[src/rtl/act_defs.vh]
// constants for the conversion timing block
`ifndef ACT_DEFS_VH
`define ACT_DEFS_VH
// register byte offsets
`define ACT_OFS_DAC_PRESCALE 5'h00
`define ACT_OFS_DAC_ADJUST 5'h04
`define ACT_OFS_DAC_DIVISOR 5'h08
`define ACT_OFS_ADC_PRESCALE 5'h0c
`define ACT_OFS_ADC_ADJUST 5'h10
`define ACT_OFS_ADC_DIVISOR 5'h14
`define ACT_OFS_CONTROL 5'h18
`define ACT_OFS_STATUS 5'h1c
// reset values: 16 kHz conversion from a 10.368 MHz master clock
`define ACT_RST_PRESCALE 8'h12
`define ACT_RST_ADJUST 8'h01
`define ACT_RST_DIVISOR 8'h12
`define ACT_RST_SYNC 1'b1
// control field positions
`define ACT_CTL_SYNC 0
`define ACT_CTL_DAC_ADJ_LO 1
`define ACT_CTL_ADC_ADJ_LO 3
// adjust choices
`define ACT_ADJ_NONE 2'h0
`define ACT_ADJ_MINUS 2'h1
`define ACT_ADJ_PLUS 2'h2
// operating modes
`define ACT_MODE_BYTE 2'h0
`define ACT_MODE_WORD 2'h1
`define ACT_MODE_DUAL 2'h2
// master clocks per shift clock, and the count from which it goes low
`define ACT_SHIFT_DIV 3'h4
`define ACT_SHIFT_HALF 2'h1
`endif

[src/rtl/act_timing.v]
// conversion timing generator, mode decode and avalon register slave
`timescale 1ns/1ps
`include "act_defs.vh"

// one counter stage: count down per tick, pulse and reload on expiry
module act_count #(
  parameter W = 8
) (
  // clock and reset
  input wire mclk,
  input wire rst,
  // control
  input wire run,
  input wire tick,
  input wire [W-1:0] load_val,
  // state
  output reg [W-1:0] cnt_r,
  output reg expire_r
);
  // zero means idle; first tick after run only loads
  always @(posedge mclk or posedge rst) begin
    if (rst) begin
      cnt_r <= {W{1'b0}};
      expire_r <= 1'b0;
    end else begin
      expire_r <= 1'b0;
      if (!run) begin
        cnt_r <= {W{1'b0}};
      end else if (tick) begin
        if (cnt_r == {W{1'b0}}) begin
          cnt_r <= load_val;
        end else if (cnt_r == {{(W-1){1'b0}}, 1'b1}) begin
          cnt_r <= load_val;
          expire_r <= 1'b1;
        end else begin
          cnt_r <= cnt_r - {{(W-1){1'b0}}, 1'b1};
        end
      end
    end
  end
endmodule // act_count

module act_timing #(
  parameter PW = 8,
  parameter DW = 8
) (
  // clock and reset
  input wire mclk,
  input wire rst,
  // avalon-mm slave
  input wire [4:0] avs_address,
  input wire avs_read,
  input wire avs_write,
  input wire [3:0] avs_byteenable,
  input wire [31:0] avs_writedata,
  output reg [31:0] avs_readdata,
  output reg avs_waitrequest,
  // mode pins
  input wire aux_data_or_mode_pin,
  input wire fsd_wb_in,
  output reg fsd_wb_out,
  output reg fsd_wb_oe_n,
  // serial port state from the frame logic
  input wire primary_active,
  input wire secondary_active,
  input wire adc_result_busy,
  input wire frame_done,
  input wire adc_bit,
  input wire aux_bit,
  // timing and frame outputs
  output reg shift_clk,
  output reg dac_filter_clock,
  output reg adc_filter_clock,
  output reg dac_conv,
  output reg adc_conv,
  output reg receive_frame_sync_n,
  output reg serial_receive_line,
  output reg end_of_transmit_strobe_n,
  output reg end_of_receive_strobe_n,
  output reg [1:0] mode,
  output reg sync_mode
);
  reg [PW-1:0] dac_prescale_value_r;
  reg [PW-1:0] dac_adjust_value_r;
  reg [DW-1:0] dac_divisor_value_r;
  reg [PW-1:0] adc_prescale_value_r;
  reg [PW-1:0] adc_adjust_value_r;
  reg [DW-1:0] adc_divisor_value_r;
  reg sync_select_bit_r;
  reg [1:0] dac_adj_r;
  reg [1:0] adc_adj_r;
  reg [1:0] shift_cnt_r;
  reg dac_filt_r;
  reg adc_filt_r;
  reg dual_r;
  reg armed_r;
  reg [2:0] eod_cnt_r;
  reg [31:0] rd_nxt;
  reg [PW-1:0] dac_load_nxt;
  reg [PW-1:0] adc_load_nxt;
  wire [PW-1:0] dac_s1_cnt;
  wire [DW-1:0] dac_s2_cnt;
  wire [PW-1:0] adc_s1_cnt;
  wire [DW-1:0] adc_s2_cnt;
  wire dac_s1_exp;
  wire dac_s2_exp;
  wire adc_s1_exp;
  wire adc_s2_exp;
  wire wr_go;
  wire [PW-1:0] one_p;
  wire dac_bound;
  wire adc_bound;
  wire async_run;
  wire word_pin;

  assign one_p = {{(PW-1){1'b0}}, 1'b1};
  assign wr_go = avs_write && !avs_waitrequest && avs_byteenable[0];
  assign async_run = !sync_select_bit_r;
  // next first-stage reload starts a new conversion period
  assign dac_bound = (dac_s2_cnt == {{(DW-1){1'b0}}, 1'b1}) && !dac_filt_r;
  assign adc_bound = (adc_s2_cnt == {{(DW-1){1'b0}}, 1'b1}) && !adc_filt_r;
  assign word_pin = fsd_wb_in;

  // first-stage reload value; adjusted only at a period boundary
  always @* begin
    dac_load_nxt = dac_prescale_value_r;
    adc_load_nxt = adc_prescale_value_r;
    if (dac_bound && dac_adj_r == `ACT_ADJ_MINUS) begin
      // clamp so the stage never loads zero and stalls
      if (dac_prescale_value_r > dac_adjust_value_r) begin
        dac_load_nxt = dac_prescale_value_r - dac_adjust_value_r;
      end else begin
        dac_load_nxt = one_p;
      end
    end else if (dac_bound && dac_adj_r == `ACT_ADJ_PLUS) begin
      // saturates instead of wrapping to a short period
      if (dac_prescale_value_r > ~dac_adjust_value_r) begin
        dac_load_nxt = {PW{1'b1}};
      end else begin
        dac_load_nxt = dac_prescale_value_r + dac_adjust_value_r;
      end
    end
    if (adc_bound && adc_adj_r == `ACT_ADJ_MINUS) begin
      if (adc_prescale_value_r > adc_adjust_value_r) begin
        adc_load_nxt = adc_prescale_value_r - adc_adjust_value_r;
      end else begin
        adc_load_nxt = one_p;
      end
    end else if (adc_bound && adc_adj_r == `ACT_ADJ_PLUS) begin
      if (adc_prescale_value_r > ~adc_adjust_value_r) begin
        adc_load_nxt = {PW{1'b1}};
      end else begin
        adc_load_nxt = adc_prescale_value_r + adc_adjust_value_r;
      end
    end
    if (dac_load_nxt == {PW{1'b0}}) begin
      dac_load_nxt = one_p;
    end
    if (adc_load_nxt == {PW{1'b0}}) begin
      adc_load_nxt = one_p;
    end
  end

  // dac path: first stage on every mclk, second on filter clock rise
  act_count #(.W(PW)) u_dac_s1 (
    .mclk(mclk), .rst(rst), .run(1'b1), .tick(1'b1),
    .load_val(dac_load_nxt), .cnt_r(dac_s1_cnt), .expire_r(dac_s1_exp)
  );
  act_count #(.W(DW)) u_dac_s2 (
    .mclk(mclk), .rst(rst), .run(1'b1), .tick(dac_s1_exp && !dac_filt_r),
    .load_val(dac_divisor_value_r),
    .cnt_r(dac_s2_cnt), .expire_r(dac_s2_exp)
  );
  // adc path runs only when asynchronous
  act_count #(.W(PW)) u_adc_s1 (
    .mclk(mclk), .rst(rst), .run(async_run), .tick(1'b1),
    .load_val(adc_load_nxt), .cnt_r(adc_s1_cnt), .expire_r(adc_s1_exp)
  );
  act_count #(.W(DW)) u_adc_s2 (
    .mclk(mclk), .rst(rst), .run(async_run), .tick(adc_s1_exp && !adc_filt_r),
    .load_val(adc_divisor_value_r),
    .cnt_r(adc_s2_cnt), .expire_r(adc_s2_exp)
  );

  // filter clocks toggle per first-stage expiry: mclk / (2 * prescale)
  always @(posedge mclk or posedge rst) begin
    if (rst) begin
      dac_filt_r <= 1'b0;
      adc_filt_r <= 1'b0;
    end else begin
      if (dac_s1_exp) begin
        dac_filt_r <= !dac_filt_r;
      end
      if (!async_run) begin
        adc_filt_r <= 1'b0;
      end else if (adc_s1_exp) begin
        adc_filt_r <= !adc_filt_r;
      end
    end
  end

  // timing outputs; sync mode feeds the adc side from the dac chain
  always @(posedge mclk or posedge rst) begin
    if (rst) begin
      dac_filter_clock <= 1'b0;
      adc_filter_clock <= 1'b0;
      dac_conv <= 1'b0;
      adc_conv <= 1'b0;
    end else begin
      dac_filter_clock <= dac_filt_r;
      dac_conv <= dac_s2_exp;
      if (sync_select_bit_r) begin
        adc_filter_clock <= dac_filt_r;
        adc_conv <= dac_s2_exp;
      end else begin
        adc_filter_clock <= adc_filt_r;
        adc_conv <= adc_s2_exp;
      end
    end
  end

  // shift clock: high for two mclk, low for two; high in reset
  always @(posedge mclk or posedge rst) begin
    if (rst) begin
      shift_cnt_r <= 2'h0;
      shift_clk <= 1'b1;
    end else begin
      shift_cnt_r <= shift_cnt_r + 2'h1;
      shift_clk <= (shift_cnt_r >= `ACT_SHIFT_HALF) ? 1'b0 : 1'b1;
      if (shift_cnt_r == 2'h3) begin
        shift_clk <= 1'b1;
      end
    end
  end

  // mode strap: dual word is fixed by what drives the pin at release
  always @(posedge mclk or posedge rst) begin
    if (rst) begin
      armed_r <= 1'b0;
      dual_r <= 1'b0;
    end else if (!armed_r) begin
      armed_r <= 1'b1;
      dual_r <= aux_data_or_mode_pin;
    end
  end

  // mode outputs and the shared pin direction
  always @(posedge mclk or posedge rst) begin
    if (rst) begin
      mode <= `ACT_MODE_WORD;
      sync_mode <= `ACT_RST_SYNC;
      fsd_wb_oe_n <= 1'b1;
    end else begin
      sync_mode <= sync_select_bit_r;
      if (dual_r) begin
        mode <= `ACT_MODE_DUAL;
        fsd_wb_oe_n <= 1'b0;
      end else begin
        mode <= word_pin ? `ACT_MODE_WORD : `ACT_MODE_BYTE;
        fsd_wb_oe_n <= 1'b1;
      end
    end
  end

  // secondary strobe, receive sync and receive line routing
  always @(posedge mclk or posedge rst) begin
    if (rst) begin
      fsd_wb_out <= 1'b1;
      receive_frame_sync_n <= 1'b1;
      serial_receive_line <= 1'b0;
    end else begin
      fsd_wb_out <= 1'b1;
      receive_frame_sync_n <= !primary_active;
      serial_receive_line <= adc_bit;
      // a busy receive line in async mode blocks the secondary slot
      if (dual_r && secondary_active &&
          !(async_run && adc_result_busy)) begin
        fsd_wb_out <= 1'b0;
        serial_receive_line <= aux_bit;
      end
      if (secondary_active) begin
        receive_frame_sync_n <= 1'b1;
      end
    end
  end

  // end strobes: one shift clock low after each transfer outside dual mode
  always @(posedge mclk or posedge rst) begin
    if (rst) begin
      eod_cnt_r <= 3'h0;
      end_of_transmit_strobe_n <= 1'b1;
      end_of_receive_strobe_n <= 1'b1;
    end else begin
      if (frame_done && !dual_r) begin
        eod_cnt_r <= `ACT_SHIFT_DIV;
      end else if (eod_cnt_r != 3'h0) begin
        eod_cnt_r <= eod_cnt_r - 3'h1;
      end
      end_of_transmit_strobe_n <= !((frame_done && !dual_r) ||
                                    eod_cnt_r > 3'h1);
      end_of_receive_strobe_n <= !((frame_done && !dual_r) ||
                                   eod_cnt_r > 3'h1);
    end
  end

  // register writes; a new adjust command beats the reload that clears it
  always @(posedge mclk or posedge rst) begin
    if (rst) begin
      dac_prescale_value_r <= `ACT_RST_PRESCALE;
      dac_adjust_value_r <= `ACT_RST_ADJUST;
      dac_divisor_value_r <= `ACT_RST_DIVISOR;
      adc_prescale_value_r <= `ACT_RST_PRESCALE;
      adc_adjust_value_r <= `ACT_RST_ADJUST;
      adc_divisor_value_r <= `ACT_RST_DIVISOR;
      sync_select_bit_r <= `ACT_RST_SYNC;
      dac_adj_r <= `ACT_ADJ_NONE;
      adc_adj_r <= `ACT_ADJ_NONE;
    end else begin
      if (dac_bound && dac_s1_cnt == one_p) begin
        dac_adj_r <= `ACT_ADJ_NONE;
      end
      if (adc_bound && adc_s1_cnt == one_p) begin
        adc_adj_r <= `ACT_ADJ_NONE;
      end
      if (wr_go) begin
        case (avs_address)
          `ACT_OFS_DAC_PRESCALE: dac_prescale_value_r <= avs_writedata[PW-1:0];
          `ACT_OFS_DAC_ADJUST: dac_adjust_value_r <= avs_writedata[PW-1:0];
          `ACT_OFS_DAC_DIVISOR: dac_divisor_value_r <= avs_writedata[DW-1:0];
          `ACT_OFS_ADC_PRESCALE: adc_prescale_value_r <= avs_writedata[PW-1:0];
          `ACT_OFS_ADC_ADJUST: adc_adjust_value_r <= avs_writedata[PW-1:0];
          `ACT_OFS_ADC_DIVISOR: adc_divisor_value_r <= avs_writedata[DW-1:0];
          `ACT_OFS_CONTROL: begin
            sync_select_bit_r <= avs_writedata[`ACT_CTL_SYNC];
            dac_adj_r <= avs_writedata[`ACT_CTL_DAC_ADJ_LO +: 2];
            adc_adj_r <= avs_writedata[`ACT_CTL_ADC_ADJ_LO +: 2];
          end
          default: begin
          end
        endcase
      end
    end
  end

  // read mux; unmapped offsets read zero
  always @* begin
    rd_nxt = 32'h0;
    case (avs_address)
      `ACT_OFS_DAC_PRESCALE: rd_nxt[PW-1:0] = dac_prescale_value_r;
      `ACT_OFS_DAC_ADJUST: rd_nxt[PW-1:0] = dac_adjust_value_r;
      `ACT_OFS_DAC_DIVISOR: rd_nxt[DW-1:0] = dac_divisor_value_r;
      `ACT_OFS_ADC_PRESCALE: rd_nxt[PW-1:0] = adc_prescale_value_r;
      `ACT_OFS_ADC_ADJUST: rd_nxt[PW-1:0] = adc_adjust_value_r;
      `ACT_OFS_ADC_DIVISOR: rd_nxt[DW-1:0] = adc_divisor_value_r;
      `ACT_OFS_CONTROL: begin
        rd_nxt[`ACT_CTL_SYNC] = sync_select_bit_r;
        rd_nxt[`ACT_CTL_DAC_ADJ_LO +: 2] = dac_adj_r;
        rd_nxt[`ACT_CTL_ADC_ADJ_LO +: 2] = adc_adj_r;
      end
      `ACT_OFS_STATUS: begin
        rd_nxt[0] = sync_mode;
        rd_nxt[2:1] = mode;
        rd_nxt[15:8] = dac_s2_cnt[7:0];
        rd_nxt[23:16] = adc_s2_cnt[7:0];
      end
      default: rd_nxt = 32'h0;
    endcase
  end

  // one wait cycle per access; data stands while waitrequest is low
  always @(posedge mclk or posedge rst) begin
    if (rst) begin
      avs_waitrequest <= 1'b1;
      avs_readdata <= 32'h0;
    end else if ((avs_read || avs_write) && avs_waitrequest) begin
      avs_waitrequest <= 1'b0;
      avs_readdata <= rd_nxt;
    end else begin
      avs_waitrequest <= 1'b1;
    end
  end
endmodule // act_timing

[config.mk]
export PLATFORM = sky130hd
export DESIGN_NAME = act_timing
export DESIGN_NICKNAME = d
export VERILOG_FILES = /design/src/rtl/act_timing.v
export VERILOG_INCLUDE_DIRS = /design/src /design/src/rtl
export SDC_FILE = /design/constraint.sdc
export NUM_CORES = 1
export LEC_CHECK = 0
export ABC_AREA = 1
export ABC_CLOCK_PERIOD_IN_PS = 6460
export BUFFER_PORTS_ARGS = -buffer_cell sky130_fd_sc_hd__buf_4
export CELL_PAD_IN_SITES_DETAIL_PLACEMENT = 2
export CELL_PAD_IN_SITES_GLOBAL_PLACEMENT = 2
export CORE_MARGIN = 2
export CORE_UTILIZATION = 35
export CTS_CLUSTER_DIAMETER = 80
export CTS_CLUSTER_SIZE = 12
export DETAILED_ROUTE_END_ITERATION = 12
export PLACE_DENSITY = 0.87
export SYNTH_ARGS = -nofsm -noshare
export SYNTH_HDL_FRONTEND = slang
export SYNTH_SLANG_ARGS = --single-unit
[constraint.sdc]
create_clock -name mclk -period 6.46 [get_ports mclk]
set_input_delay 1.292 -clock mclk [delete_from_list [all_inputs] [get_ports mclk]]
set_output_delay 1.292 -clock mclk [all_outputs]
set_load 0.03 [all_outputs]
==> implementation parameters <==
Parameter                              Value

Power and ir drop
  Comb pwr share ... 38.3%
  Clock Power Share ... 29.0%
  Worst vdd ir ... 0.231 mV
  Net switching power ... 1.54 mW
  Leakage component of the power ... 4.95 nW
  Fraction of power spent switching nets ... 42.8%
  Register share of total power ... 32.7%
  Internal power contribution ... 2.06 mW
  Cell Pwr Density ... 366 nW/µm²

Layout
  Commonest cells after routing, fill and taps aside ... sky130_fd_sc_hd__nand2_1, sky130_fd_sc_hd__inv_1, sky130_fd_sc_hd__dfrtp_1
  Most common cell after layout, fill and taps aside ... sky130_fd_sc_hd__nand2_1
  Share of layout cells above drive strength 1 ... 13.3%
  P&R area growth vs syn ... 16.1%
  Total number of nets in the final design ... 1,253
  Antenna diodes ... 0

Synth
  Flip-flop cell with the highest count after synthesis ... sky130_fd_sc_hd__dfrtp_1
  Avg Inst Size Synth ... 7.77 µm²
  Arithmetic-cell share of the synthesized area counting full adders, half adders and majority gates ... 7.77%
  Main combinational cell family by area after synthesis ... simple AND/OR/NAND/NOR gates
  Simple-gate share of the synthesized area ... 23.9%
  Number of enable flip-flop cells after synthesis ... 0
  Multiplexer share of the synthesized area ... 0.371%
  Warnings, synthesis ... 0
  Async set or reset register ratio after synthesis ... 100%
  Synthesized-area fraction occupied by xor and xnor cells ... 3.01%
  Post-synthesis sequential area ratio ... 40.6%
  Syn Std Cell Area ... 8440 µm²
  Count of different cell masters after synthesis ... 57
  Synth Instances ... 1,087
  Area fraction in compound gates after synthesis ... 14.9%
  #FFs+latches synth ... 136

GRT
  Antenna violations before repair ... 0
  Maximum number of pins on one net before global-route repair ... 79
  GR Overflow Total ... 0
  Overall fraction of global-route tracks in use ... 26.8%
  First-pass GRT wire length ... 52.8 mm
  Vias in the first global route ... 9,105

Critical path
  Top cell family by delay on the critical path ... simple AND/OR/NAND/NOR gates
  Cell at the slowest stage of the critical path ... sky130_fd_sc_hd__o21ai_0
  Largest stage delay on the critical path ... 0.59 ns
  Critical-path cell list ... buf_4, nor2_1, nand3_1, inv_1, nand2_1, o21ai_0
  Crit Path Class ... in2reg
  Buffers plus inverters on the worst setup path ... 2
  Critical path arrival ... 3.33 ns
  Highest net fanout along the worst path ... 16
  CP endpoint kind ... flop
  Req. time, crit path ... 6.74 ns
  Type of element launching the critical path ... primary input

Placement
  Number of port buffers ... 64
  Final weighted congestion in routability-driven placement ... 0.865
  HPWL reported at the end of detailed placement ... 22.3 mm

STA
  Number of endpoints with negative hold slack in the final report ... 0
  Skew final ... 0.0124 ns
  Summed negative setup slack over all endpoints ... 0 ns
  Slew margin rel. ... 35.3%
  Peak clock frequency supported by timing ... 0.328 GHz
  Worst Max-Slew Pin Slew ... 0.967 ns
  Share of the clock period used by the worst path after layout ... 47.2%
  Worst hold margin ... 0.430 ns
  Setup violators final ... 0
  Number of max-slew violations in the final report ... 0
  Setup repair after global routing missed its margin ... false
  Crit path time final ... 3.05 ns

CTS
  Number of gates resized after CTS ... 0
  Clock root buffer ... sky130_fd_sc_hd__clkbuf_16
  Number of H-tree branching levels ... 4
  TritonCTS clock tree ... done
  Clk_lat worst skew ... 0.44 ns
  Post-cts hold buffer count ... 0
  Clock transition time at the flip-flop clock pins of the worst setup and hold paths ... 0.07 ns
  Inserted Clock Buffers ... 17
  Maximum root-to-sink buffer count ... 2
  Total number of clock tree sinks ... 136
  Buffers inserted during post-CTS setup optimization ... 0

Route
  DRC violation count after routing ... 0
  Routed vias/inst ... 5.42
  Initial DRT Pass Iterations ... 5
  Detail-routed net length per standard cell ... 22.4 µm
  Final wirelength ... 33.2 mm
  Drt first-iter violations ... 493
  Number of vias after detailed routing ... 8,029
  Number of nets with antenna violations after routing ... 0

Die
  Die width ... 159 µm
  Number of rows created at floorplan ... 56
  Placeable Area ... 23,500 µm²
  Count of boundary I/O pins ... 100
  Initial cell density of the core ... 35.9%
  Chip Height ... 159 µm
  Floorplan die area ... 25,400 µm²

Outcome
  Outcome ... finished clean

Worst hold path
  HP Class ... reg2reg

Run
  Count of maximum capacitance violations ... 0
## cell families (layout without fill, tap and decap cells)
group           count (synthesis)  after routing
xor+xnor                       29             29
compound gates                221            221
other cells                     2              9
simple gates                  450            450
buf+inv                       196            265
fa+ha+maj                      50             50
flops                         136            136
mux                             3              3
## worst paths after layout
kind,from,end,slack (ns),cells past startpoint
min,shift_cnt_r[1],shift_clk,0.43,1
max in group asynchronous,rst,dac_prescale_value_r[2],4.22,3
min in group asynchronous,rst,eod_cnt_r[1],0.98,2
min reg2reg,shift_cnt_r[1],shift_clk,0.43,1
max reg2reg,adc_prescale_value_r[0],u_adc_s1.cnt_r[0],3.47,16
max,avs_address[1],adc_prescale_value_r[2],3.41,6
## registers in the layout (all words and copies together), names as in the netlist, 2 cells and up
name and flops:
dac_adjust_value_r 8, avs_readdata 24, mode 2, u_adc_s1.cnt_r 8
adc_adjust_value_r 8, u_adc_s2.cnt_r 8, shift_cnt_r 2, dac_divisor_value_r 8
eod_cnt_r 3, dac_prescale_value_r 8, u_dac_s1.cnt_r 8, adc_prescale_value_r 8
adc_divisor_value_r 8, adc_adj_r 2, u_dac_s2.cnt_r 8, dac_adj_r 2
## synthesized netlist by cell type, drive strengths merged, types with 3 or more instances
master | number | area, µm²
clkinv | 4 | 16.3
nand3b | 7 | 65.1
xnor2 | 11 | 96.3
dfstp | 19 | 499
nand3 | 65 | 358
o22ai | 17 | 106
a221oi | 5 | 43.8
o211ai | 9 | 67.6
inv | 163 | 612
a21oi | 48 | 255
a21o | 5 | 37.5
clkbuf | 12 | 45.0
dfrtp | 117 | 2930
buf | 17 | 119
o221ai | 3 | 26.3
fa | 4 | 80.1
nor2 | 79 | 329
nand2 | 257 | 975
and2 | 3 | 21.3
nor3 | 14 | 80.1
a31oi | 4 | 25.0
ha | 46 | 576
nor4 | 6 | 37.5
xor2 | 18 | 158
o21ai | 116 | 581
nand4 | 15 | 124
## power groups by stage
stage	logic, mW	registers, mW	clock network (mW)
after floorplan	0.934	1.16	0
after global placement	1.22	1.16	0
after detailed placement	1.31	1.18	0
after CTS	1.38	1.17	1.05
after global routing	1.54	1.19	1.08
final	1.38	1.17	1.04
## through the flow
stage               instance area (µm²)  util [%]  setup slack, ns  std cells  total power [mW]
floorplan                          8470         -             1.56       1094              2.09
global placement                   9210      39.1             3.33       1450              2.39
detailed placement                 9210      39.1             3.22       1450              2.49
CTS                                9800      41.6             3.38       1482              3.60
global route                       9800      41.6             3.28       1482              3.80
finish                             9800      41.6             3.41       1482              3.59
## routing by layer
layer	wire, µm	part of all wire (%)	up-vias	GRT usage (%)
li1	-	-	3651	-
met1	13100	39	4083	30.2
met4	1470	4.4	0	13.0
met5	0	0	-	0
met2	17400	52	207	48.8
met3	1300	3.9	88	4.90
## final cells by class
class | count | area (µm²)
repair buffers | 66 | 495
clock inverters | 15 | 171
well taps | 319 | 399
multi-input cells | 762 | 4250
inverters | 167 | 633
clock buffers | 17 | 425
fillers | 2737 | 13700
flip-flops and latches | 136 | 3430
Note: power is estimated with default switching activity, not from simulation.
